### src/rtl/timer_pkg.sv
// constants, field positions and carrier types of the 8-bit timer/counter
// assumes a byte-wide register port on the same clock as the counter
//
// Notes on behaviour
// - counter and both compare registers are 8-bit
// - three flags, each gated by own mask
// - three-bit clock select picks tick source
// - select zero stops counter, cpu access remains
// - cpu counter write beats any count step
// - bottom at zero, max at 255
// - top is max or compare a
// - three-bit waveform mode steers counting
// - overflow flag set where mode defines
// - match sets compare flag at next tick
// - flag clears on service or written one
// - output formed from match, top, bottom, modes
// - compare double buffered only in pwm modes
// - buffer copied only at top or bottom
// - cpu reaches buffer or active register
// - output mode zero leaves output unchanged
// - mode zero wraps, overflow when reaching zero
// - mode two clears on compare a match
// - counter write blocks next tick's matches
package timer_pkg;
    localparam int DATA_W = 8;
    localparam int ADDR_W = 3;
    localparam int FLAG_W = 3;
    localparam int PRESC_W = 10;

    // register offsets on the byte port
    localparam logic [ADDR_W-1:0] ADDR_CTRL_A = 3'h0;
    localparam logic [ADDR_W-1:0] ADDR_CTRL_B = 3'h1;
    localparam logic [ADDR_W-1:0] ADDR_COUNT = 3'h2;
    localparam logic [ADDR_W-1:0] ADDR_CMP_A = 3'h3;
    localparam logic [ADDR_W-1:0] ADDR_CMP_B = 3'h4;
    localparam logic [ADDR_W-1:0] ADDR_FLAG = 3'h5;
    localparam logic [ADDR_W-1:0] ADDR_MASK = 3'h6;

    // field positions
    localparam int COM_A_LO = 6;
    localparam int COM_B_LO = 4;
    localparam int WGM_LO = 0;
    localparam int FORCE_A_BIT = 7;
    localparam int FORCE_B_BIT = 6;
    localparam int WGM2_BIT = 3;
    localparam int CS_LO = 0;
    localparam int FLG_OVF = 0;
    localparam int FLG_CMP_A = 1;
    localparam int FLG_CMP_B = 2;

    localparam logic [7:0] RESET_BYTE = 8'h00;
    localparam logic [7:0] COUNT_BOTTOM = 8'h00;
    localparam logic [7:0] COUNT_MAX = 8'hff;
    localparam logic [7:0] COUNT_ONE = 8'h01;

    // clock select codes
    localparam logic [2:0] CS_STOP = 3'h0;
    localparam logic [2:0] CS_DIV1 = 3'h1;
    localparam logic [2:0] CS_DIV8 = 3'h2;
    localparam logic [2:0] CS_DIV64 = 3'h3;
    localparam logic [2:0] CS_DIV256 = 3'h4;
    localparam logic [2:0] CS_DIV1024 = 3'h5;
    localparam logic [2:0] CS_EXT_FALL = 3'h6;
    localparam logic [2:0] CS_EXT_RISE = 3'h7;
    localparam logic [PRESC_W-1:0] DIV8_MASK = 10'h007;
    localparam logic [PRESC_W-1:0] DIV64_MASK = 10'h03f;
    localparam logic [PRESC_W-1:0] DIV256_MASK = 10'h0ff;
    localparam logic [PRESC_W-1:0] DIV1024_MASK = 10'h3ff;

    // waveform modes
    localparam logic [2:0] WGM_NORMAL = 3'h0;
    localparam logic [2:0] WGM_PHASE_MAX = 3'h1;
    localparam logic [2:0] WGM_CTC = 3'h2;
    localparam logic [2:0] WGM_FAST_MAX = 3'h3;
    localparam logic [2:0] WGM_PHASE_CMPA = 3'h5;
    localparam logic [2:0] WGM_FAST_CMPA = 3'h7;

    // compare output modes
    localparam logic [1:0] COM_NONE = 2'h0;
    localparam logic [1:0] COM_TOGGLE = 2'h1;
    localparam logic [1:0] COM_CLEAR = 2'h2;
    localparam logic [1:0] COM_SET = 2'h3;

    typedef enum logic [1:0] {wave_plain, wave_fast, wave_phase} wave_kind_t;

    typedef struct packed {
        logic [ADDR_W-1:0] addr;
        logic [DATA_W-1:0] wdata;
        logic wr;
        logic rd;
    } reg_req_t;

    typedef struct packed {
        logic tick;
        logic block;
        logic up;
        logic bottom_evt;
        logic update;
        wave_kind_t kind;
        logic [1:0] com;
        logic force_hit;
        logic [DATA_W-1:0] count;
    } cmp_ctrl_t;

    typedef struct packed {
        logic [DATA_W-1:0] active;
        logic [DATA_W-1:0] buffer;
        logic out;
    } cmp_state_t;

    typedef struct packed {
        logic [DATA_W-1:0] ctrl_a;
        logic [DATA_W-1:0] ctrl_b;
        logic [DATA_W-1:0] count;
        logic down;
        logic [FLAG_W-1:0] flags;
        logic [FLAG_W-1:0] masks;
        logic [2:0] ext_sync;
        logic [PRESC_W-1:0] presc;
        logic block;
        logic [DATA_W-1:0] rd_data;
    } timer_state_t;
endpackage

### src/rtl/compare_unit.sv
// one output compare unit: active and buffer register, waveform state
// assumes the counter step strobes arrive from the same clock domain
module compare_unit (
    input wire logic core_clk,
    input wire logic rst_n,
    input wire timer_pkg::cmp_ctrl_t ctrl,
    input wire logic buffered,
    input wire logic cpu_wr,
    input wire logic [timer_pkg::DATA_W-1:0] cpu_data,
    output logic [timer_pkg::DATA_W-1:0] active_value,
    output logic [timer_pkg::DATA_W-1:0] cpu_view,
    output logic match_evt,
    output logic wave_out
);
    import timer_pkg::*;

    cmp_state_t st;
    cmp_state_t next_st;

    // match is sampled at the tick, so the flag lands one tick later
    always_comb begin
        next_st = st;
        match_evt = ctrl.tick & ~ctrl.block & (ctrl.count == st.active);
        if (cpu_wr) begin
            next_st.buffer = cpu_data;
            if (!buffered) begin
                next_st.active = cpu_data;
            end
        end
        // buffer moves only at the sequence turn point
        if (buffered && ctrl.update) begin
            next_st.active = st.buffer;
        end
        // com of zero falls through every branch untouched
        case (ctrl.kind)
            wave_plain: begin
                if (match_evt || ctrl.force_hit) begin
                    case (ctrl.com)
                        COM_TOGGLE: next_st.out = ~st.out;
                        COM_CLEAR: next_st.out = 1'b0;
                        COM_SET: next_st.out = 1'b1;
                        default: next_st.out = st.out;
                    endcase
                end
            end
            wave_fast: begin
                // bottom wins so compare equal to top gives a steady level
                if (ctrl.com[1] && match_evt) begin
                    next_st.out = ctrl.com[0];
                end
                if (ctrl.com[1] && ctrl.bottom_evt) begin
                    next_st.out = ~ctrl.com[0];
                end
            end
            wave_phase: begin
                if (ctrl.com[1] && match_evt) begin
                    next_st.out = ctrl.up ? ctrl.com[0] : ~ctrl.com[0];
                end
            end
            default: next_st.out = st.out;
        endcase
    end

    // state register, cleared on reset
    always_ff @(posedge core_clk or negedge rst_n) begin
        if (!rst_n) begin
            st <= '0;
        end else begin
            st <= next_st;
        end
    end

    assign active_value = st.active;
    assign cpu_view = buffered ? st.buffer : st.active;
    assign wave_out = st.out;
endmodule

### src/rtl/timer8_compare_pwm_counter.sv
// 8-bit timer/counter with prescaler, external count input and two
// compare units; registers reached over a plain byte port
// assumes the port master keeps strobes one cycle wide, never both at once
module timer8_compare_pwm_counter (
    input wire logic core_clk,
    input wire logic rst_n,
    input wire timer_pkg::reg_req_t req,
    output logic [timer_pkg::DATA_W-1:0] rd_data,
    input wire logic ext_count_pin,
    input wire logic [timer_pkg::FLAG_W-1:0] irq_ack,
    output logic [timer_pkg::FLAG_W-1:0] irq_req,
    output logic compare_out_a,
    output logic compare_out_b
);
    import timer_pkg::*;

    // address match, used by every register write
    function automatic logic hit(
        input logic [ADDR_W-1:0] addr,
        input logic [ADDR_W-1:0] target
    );
        hit = (addr == target);
    endfunction

    // pwm family of a waveform mode
    function automatic wave_kind_t kind_of(input logic [2:0] wgm);
        case (wgm)
            WGM_FAST_MAX, WGM_FAST_CMPA: kind_of = wave_fast;
            WGM_PHASE_MAX, WGM_PHASE_CMPA: kind_of = wave_phase;
            default: kind_of = wave_plain;
        endcase
    endfunction

    // one timer tick per source period
    function automatic logic tick_of(
        input logic [2:0] cs,
        input logic [PRESC_W-1:0] presc,
        input logic rise,
        input logic fall
    );
        case (cs)
            CS_DIV1: tick_of = 1'b1;
            CS_DIV8: tick_of = ((presc & DIV8_MASK) == DIV8_MASK);
            CS_DIV64: tick_of = ((presc & DIV64_MASK) == DIV64_MASK);
            CS_DIV256: tick_of = ((presc & DIV256_MASK) == DIV256_MASK);
            CS_DIV1024: tick_of = ((presc & DIV1024_MASK) == DIV1024_MASK);
            CS_EXT_FALL: tick_of = fall;
            CS_EXT_RISE: tick_of = rise;
            default: tick_of = 1'b0;
        endcase
    endfunction

    timer_state_t st;
    timer_state_t next_st;

    logic [2:0] wgm;
    logic [2:0] cs;
    wave_kind_t kind;
    logic top_from_a;
    logic [DATA_W-1:0] top_value;
    logic tick;
    logic ext_rise;
    logic ext_fall;
    logic at_top;
    logic at_bottom;
    logic at_max;
    logic ovf_evt;
    logic bottom_evt;
    logic update;
    logic count_wr;
    logic buffered;
    logic [FLAG_W-1:0] set_mask;
    logic [FLAG_W-1:0] clr_mask;
    logic [1:0] cmp_wr;
    logic [1:0] cmp_force;
    logic [1:0] cmp_match;
    logic [1:0] cmp_out;
    logic [DATA_W-1:0] cmp_active [2];
    logic [DATA_W-1:0] cmp_view [2];
    cmp_ctrl_t cmp_ctrl [2];

    // mode decode from the two control registers
    always_comb begin
        wgm = {st.ctrl_b[WGM2_BIT], st.ctrl_a[WGM_LO +: 2]};
        cs = st.ctrl_b[CS_LO +: 3];
        kind = kind_of(wgm);
        top_from_a = (wgm == WGM_PHASE_CMPA) || (wgm == WGM_FAST_CMPA);
    end

    // double buffering only in the pwm families
    assign buffered = (kind != wave_plain);

    // top is max or the live compare a value
    assign top_value = top_from_a ? cmp_active[0] : COUNT_MAX;

    // external edges come from the second and third sync stages only
    assign ext_rise = st.ext_sync[1] & ~st.ext_sync[2];
    assign ext_fall = ~st.ext_sync[1] & st.ext_sync[2];

    // select zero yields no tick at all, so the counter holds
    assign tick = tick_of(cs, st.presc, ext_rise, ext_fall);

    // counter indications
    assign at_top = (st.count == top_value);
    assign at_bottom = (st.count == COUNT_BOTTOM);
    assign at_max = (st.count == COUNT_MAX);

    assign count_wr = req.wr & hit(req.addr, ADDR_COUNT);

    // per-unit strobes; force acts only in the non-pwm family
    always_comb begin
        cmp_wr[0] = req.wr & hit(req.addr, ADDR_CMP_A);
        cmp_wr[1] = req.wr & hit(req.addr, ADDR_CMP_B);
        cmp_force[0] = req.wr & hit(req.addr, ADDR_CTRL_B)
            & req.wdata[FORCE_A_BIT] & (kind == wave_plain);
        cmp_force[1] = req.wr & hit(req.addr, ADDR_CTRL_B)
            & req.wdata[FORCE_B_BIT] & (kind == wave_plain);
    end

    // main next-state: counter, direction, flags, registers, read data
    always_comb begin
        next_st = st;
        ovf_evt = 1'b0;
        bottom_evt = 1'b0;
        update = 1'b0;
        set_mask = '0;
        clr_mask = irq_ack;

        // free-running prescaler and pin synchroniser
        next_st.presc = st.presc + 1'b1;
        next_st.ext_sync = {st.ext_sync[1:0], ext_count_pin};

        // count step at each timer tick
        if (tick) begin
            case (kind)
                wave_plain: begin
                    if (wgm == WGM_CTC && st.count == cmp_active[0]) begin
                        next_st.count = COUNT_BOTTOM;
                    end else begin
                        next_st.count = st.count + 1'b1;
                    end
                    // overflow in the tick that wraps to zero
                    ovf_evt = at_max;
                end
                wave_fast: begin
                    if (at_top) begin
                        next_st.count = COUNT_BOTTOM;
                        ovf_evt = 1'b1;
                        bottom_evt = 1'b1;
                        update = 1'b1;
                    end else begin
                        next_st.count = st.count + 1'b1;
                    end
                end
                wave_phase: begin
                    if (!st.down) begin
                        if (at_top) begin
                            next_st.count = st.count - 1'b1;
                            next_st.down = 1'b1;
                            update = 1'b1;
                        end else begin
                            next_st.count = st.count + 1'b1;
                        end
                    end else if (at_bottom) begin
                        next_st.count = COUNT_ONE;
                        next_st.down = 1'b0;
                    end else begin
                        next_st.count = st.count - 1'b1;
                        // overflow as the count reaches bottom
                        ovf_evt = (st.count == COUNT_ONE);
                    end
                end
                default: next_st.count = st.count;
            endcase
            // the block covers exactly one tick after a count write
            next_st.block = 1'b0;
        end

        // cpu write wins over the step above, and arms the block
        if (count_wr) begin
            next_st.count = req.wdata;
            next_st.block = 1'b1;
        end

        // control and mask registers; force bits are strobes, not stored
        if (req.wr && hit(req.addr, ADDR_CTRL_A)) begin
            next_st.ctrl_a = req.wdata;
        end
        if (req.wr && hit(req.addr, ADDR_CTRL_B)) begin
            next_st.ctrl_b = req.wdata;
            next_st.ctrl_b[FORCE_A_BIT] = 1'b0;
            next_st.ctrl_b[FORCE_B_BIT] = 1'b0;
        end
        if (req.wr && hit(req.addr, ADDR_MASK)) begin
            next_st.masks = req.wdata[FLAG_W-1:0];
        end

        // flags: written one or service clears, a new event wins
        if (req.wr && hit(req.addr, ADDR_FLAG)) begin
            clr_mask = clr_mask | req.wdata[FLAG_W-1:0];
        end
        set_mask[FLG_OVF] = ovf_evt;
        set_mask[FLG_CMP_A] = cmp_match[0];
        set_mask[FLG_CMP_B] = cmp_match[1];
        next_st.flags = (st.flags & ~clr_mask) | set_mask;

        // read data stands only in the cycle after the strobe
        next_st.rd_data = '0;
        if (req.rd) begin
            case (req.addr)
                ADDR_CTRL_A: next_st.rd_data = st.ctrl_a;
                ADDR_CTRL_B: next_st.rd_data = st.ctrl_b;
                ADDR_COUNT: next_st.rd_data = st.count;
                ADDR_CMP_A: next_st.rd_data = cmp_view[0];
                ADDR_CMP_B: next_st.rd_data = cmp_view[1];
                ADDR_FLAG: next_st.rd_data = {5'h00, st.flags};
                ADDR_MASK: next_st.rd_data = {5'h00, st.masks};
                default: next_st.rd_data = '0;
            endcase
        end
    end

    // state register; reset leaves the clock select at stop
    always_ff @(posedge core_clk or negedge rst_n) begin
        if (!rst_n) begin
            st <= '0;
        end else begin
            st <= next_st;
        end
    end

    // the two compare units run independently of each other
    generate
        for (genvar g = 0; g < 2; g++) begin : g_cmp
            always_comb begin
                cmp_ctrl[g].tick = tick;
                cmp_ctrl[g].block = st.block;
                cmp_ctrl[g].up = ~st.down;
                cmp_ctrl[g].bottom_evt = bottom_evt;
                cmp_ctrl[g].update = update;
                cmp_ctrl[g].kind = kind;
                cmp_ctrl[g].com = (g == 0) ? st.ctrl_a[COM_A_LO +: 2]
                                           : st.ctrl_a[COM_B_LO +: 2];
                cmp_ctrl[g].force_hit = cmp_force[g];
                cmp_ctrl[g].count = st.count;
            end

            compare_unit u_cmp (
                .core_clk(core_clk),
                .rst_n(rst_n),
                .ctrl(cmp_ctrl[g]),
                .buffered(buffered),
                .cpu_wr(cmp_wr[g]),
                .cpu_data(req.wdata),
                .active_value(cmp_active[g]),
                .cpu_view(cmp_view[g]),
                .match_evt(cmp_match[g]),
                .wave_out(cmp_out[g])
            );
        end
    endgenerate

    // outputs all come from flops or from gating of flops
    assign rd_data = st.rd_data;
    assign irq_req = st.flags & st.masks;
    assign compare_out_a = cmp_out[0];
    assign compare_out_b = cmp_out[1];
endmodule

### config.mk
export PLATFORM = sky130hd
export DESIGN_NAME = timer8_compare_pwm_counter
export DESIGN_NICKNAME = d
export VERILOG_FILES = /design/src/rtl/timer_pkg.sv /design/src/rtl/compare_unit.sv /design/src/rtl/timer8_compare_pwm_counter.sv
export SDC_FILE = /design/constraint.sdc
export NUM_CORES = 1
export LEC_CHECK = 0
export BUFFER_PORTS_ARGS = -buffer_cell sky130_fd_sc_hd__buf_4
export CAP_MARGIN = 20
export CORE_ASPECT_RATIO = 1.4
export CORE_MARGIN = 2
export CORE_UTILIZATION = 30
export CTS_BUF_LIST = sky130_fd_sc_hd__clkbuf_16
export DETAILED_ROUTE_END_ITERATION = 10
export HOLD_SLACK_MARGIN = 0.02
export PLACE_DENSITY = 0.54
export SLEW_MARGIN = 20
export SYNTH_ARGS = -nofsm -noshare
export SYNTH_HDL_FRONTEND = slang
export SYNTH_SLANG_ARGS = --single-unit
### constraint.sdc
create_clock -name core_clk -period 3.2 [get_ports core_clk]
set_input_delay 0 -clock core_clk [delete_from_list [all_inputs] [get_ports core_clk]]
set_output_delay 0 -clock core_clk [all_outputs]
set_load 0.1 [all_outputs]
==> impl_metrics.ini <==
[outcome]
status = finished clean

[global_route]
overflow = 0
antenna_found_initial = 0
grt_max_degree = 78
grt_pass1_wl_mm = 23.8
grt_use_total_pct = 17.8
grt_pass1_vias = 4191

[sta]
setup_violations = 0
finClkSkew_ns = 0.0120
setup_ws_ns = 0.330
rsz0062_at_grt = false
hold_viol_final = 0
fmax_ghz = 0.348
slew_headroom_pct = 20.4
setup_tns_ns = 0
final-max-slew-violation-count = 0
period_share_pct = 89.7
worstMarginPinSlew_ns = 1.18
min_period_ns = 2.87

[clock_network]
cts_tree = yes
clk_pin_slew_ns = 0.07
cts_sinks = 85
htreeDepth = 3
cts_made_buffers = 9
clock_latency_ns = 0.35
max-clock-path-buffers = 2
clock-root-buffer = clkbuf_16
post_cts_resized = 0

[critical_path]
required_ns = 3.42
end_kind = flop
cp_max_fo = 9
crit_type = reg -> reg
cp-start-kind = flop
cp.arrival_ns = 3.09

[final_layout]
fillers = 1615
drive_above_1_share_pct = 19.2
nets = 582
seq_area_um2 = 2130
multi_input_area_um2 = 2610
areaGrowthSynthToFinish_pct = 16.9
num_antenna_cells = 0
fin_util_pct = 35.9

[die]
die_width_um = 113
io_pins = 32
die_y_um = 156
start_util_pct = 30.7
coreArea_um2 = 16200
rows = 55
dieArea_um2 = 17600

[power]
combPwrFrac_pct = 37.6
clkPwrFrac_pct = 24.2
pwr_density_cell_nw_per_um2 = 721
p_int_w = 0.00248
vdd_drop_max_mv = 0.381
power.switching_w = 0.00171
netSwitchingFraction_pct = 40.9
power_frac_seq_pct = 38.2
p_leak_nw = 2.43

[detailed_routing]
routedWlPerCell_um = 20.1
vias = 4214
vias_per_cell = 5.53
drc_errors = 0
ant_nets = 0
totalWireLength_mm = 15.3
drt-initial-drc-count = 241
dr.pass1.iters = 7

[yosys]
syn_nets = 553
syn_inst = 529
synth_top_area_cell = dfrtp_1
yosysMostFrequentCell = dfrtp_1
yosys_warnings = 0
seq_area_frac_synth_pct = 42.8
synthTopCellsByCount = dfrtp_1 (85), nor2_1 (56), mux2i_1 (38), nand2_1 (38), a21oi_1 (36)
syn_area_um2 = 4970
avgSynthCellArea_um2 = 9.40
synth_edf_count = 0
ys_top_cells_by_area = dfrtp_1 (43%), mux2i_1 (7.7%), mux2_2 (6.8%)
synth_flop_cell = dfrtp_1
synth-seq-cells = 85
synthDominantCellAreaShare_pct = 42.8
ys_types = 64
async_flop_share_pct = 100

[hold_path]
hold_class = in -> reg

[run]
maxCapViolCount = 0

[placement]
post-place-ws_ns = 0.345
routabilityCongestion = 1.00
portBuffers = 31
dp_hpwl_mm = 11.1
## critical path, stage by stage, from the launching register on
cell	delay, ns
dfrtp_1	0.52
inv_2	0.17
o22ai_1	0.09
or4_4	0.56
or3_4	0.43
o311ai_2	0.50
nor2_1	0.10
a221oi_1	0.27
o21ai_1	0.11
## cells in the final DEF (no fill, tap or decap), drive strengths merged, types with 8 or more instances in the layout
cell type and instances:
nand3 18, mux2i 38, nor2 56, clkbuf 9, dfrtp 85, o22ai 11, nand2 38, nand4 8
xnor2 18, a21oi 37, buf 46, mux2 31, dlygate4sd3 13, o21ai 28, nand2b 9, inv 16
## timing repair
item,4_1_cts,5_1_grt
buffers inserted,0,0
hold buffers,13,0
hold endpoints to repair,108,0
## area by class of cell
cell class | instances | area share [%]
well taps | 199 | 4.28
multi-input cells | 388 | 45.0
clock buffers | 9 | 3.87
flip-flops and latches | 85 | 36.6
repair buffers | 59 | 8.24
inverters | 15 | 0.969
clock inverters | 7 | 1.08
## logic make-up after synthesis
logic type      count (synthesis)  share of synthesized area (%)
fa+ha+maj                       5                           1.26
mux                            69                           14.7
compound gates                115                           14.6
buf+inv                        56                           5.08
xor+xnor                       20                           3.52
simple gates                  179                           18.0
flops                          85                           42.8
## state kept, by name, indices dropped and copies added, names as in the netlist
name,count
st,25
g_cmp.u_cmp.active_value,16
g_cmp.u_cmp.st,16
cmp_ctrl,13
g_cmp.u_cmp.wave_out,2
cs,3
next_st,2
rd_data,8
## per-stage QoR
stage	hold slack (ns)	instances	instance area (µm²)	power (W)
floorplan	-0.296	529	4970	0.00268
CTS	0.0224	762	5800	0.00420
detailed placement	0.117	733	5380	0.00316
finish	0.0220	762	5810	0.00419
global placement	0.111	733	5380	0.00315
global route	0.0250	762	5810	0.00443
## power groups by stage
stage	sequential, W	combinational [W]	clock, W
after floorplan	0.00158	0.00110	0
after global placement	0.00161	0.00155	0
after detailed placement	0.00161	0.00155	0
after CTS	0.00160	0.00156	0.00103
after global routing	0.00164	0.00170	0.00109
final	0.00160	0.00158	0.00101
## layer usage
layer	GRT usage (%)	vias to the layer above	wire (µm)
met2	30.5	148	7750
met1	20.4	2058	5960
met3	3.33	60	704
met4	10.9	0	891
li1	-	1948	-
met5	0	-	0
## path summary, 6_finish.rpt
path / startpoint / to / slack (ns) / cells past startpoint
max: cmp_ctrl[5] / cmp_ctrl[5] / 0.33 / 8
min: req[6] / g_cmp[1].u_cmp.st[5] / 0.02 / 2
max reg2reg: cmp_ctrl[5] / cmp_ctrl[5] / 0.33 / 8
min reg2reg: next_st[20] / next_st[21] / 0.36 / 0
max in group asynchronous: rst_n / g_cmp[1].u_cmp.st[7] / 2.32 / 3
min in group asynchronous: rst_n / rd_data[2] / 0.24 / 2
Power figures use the tool's default switching activity.
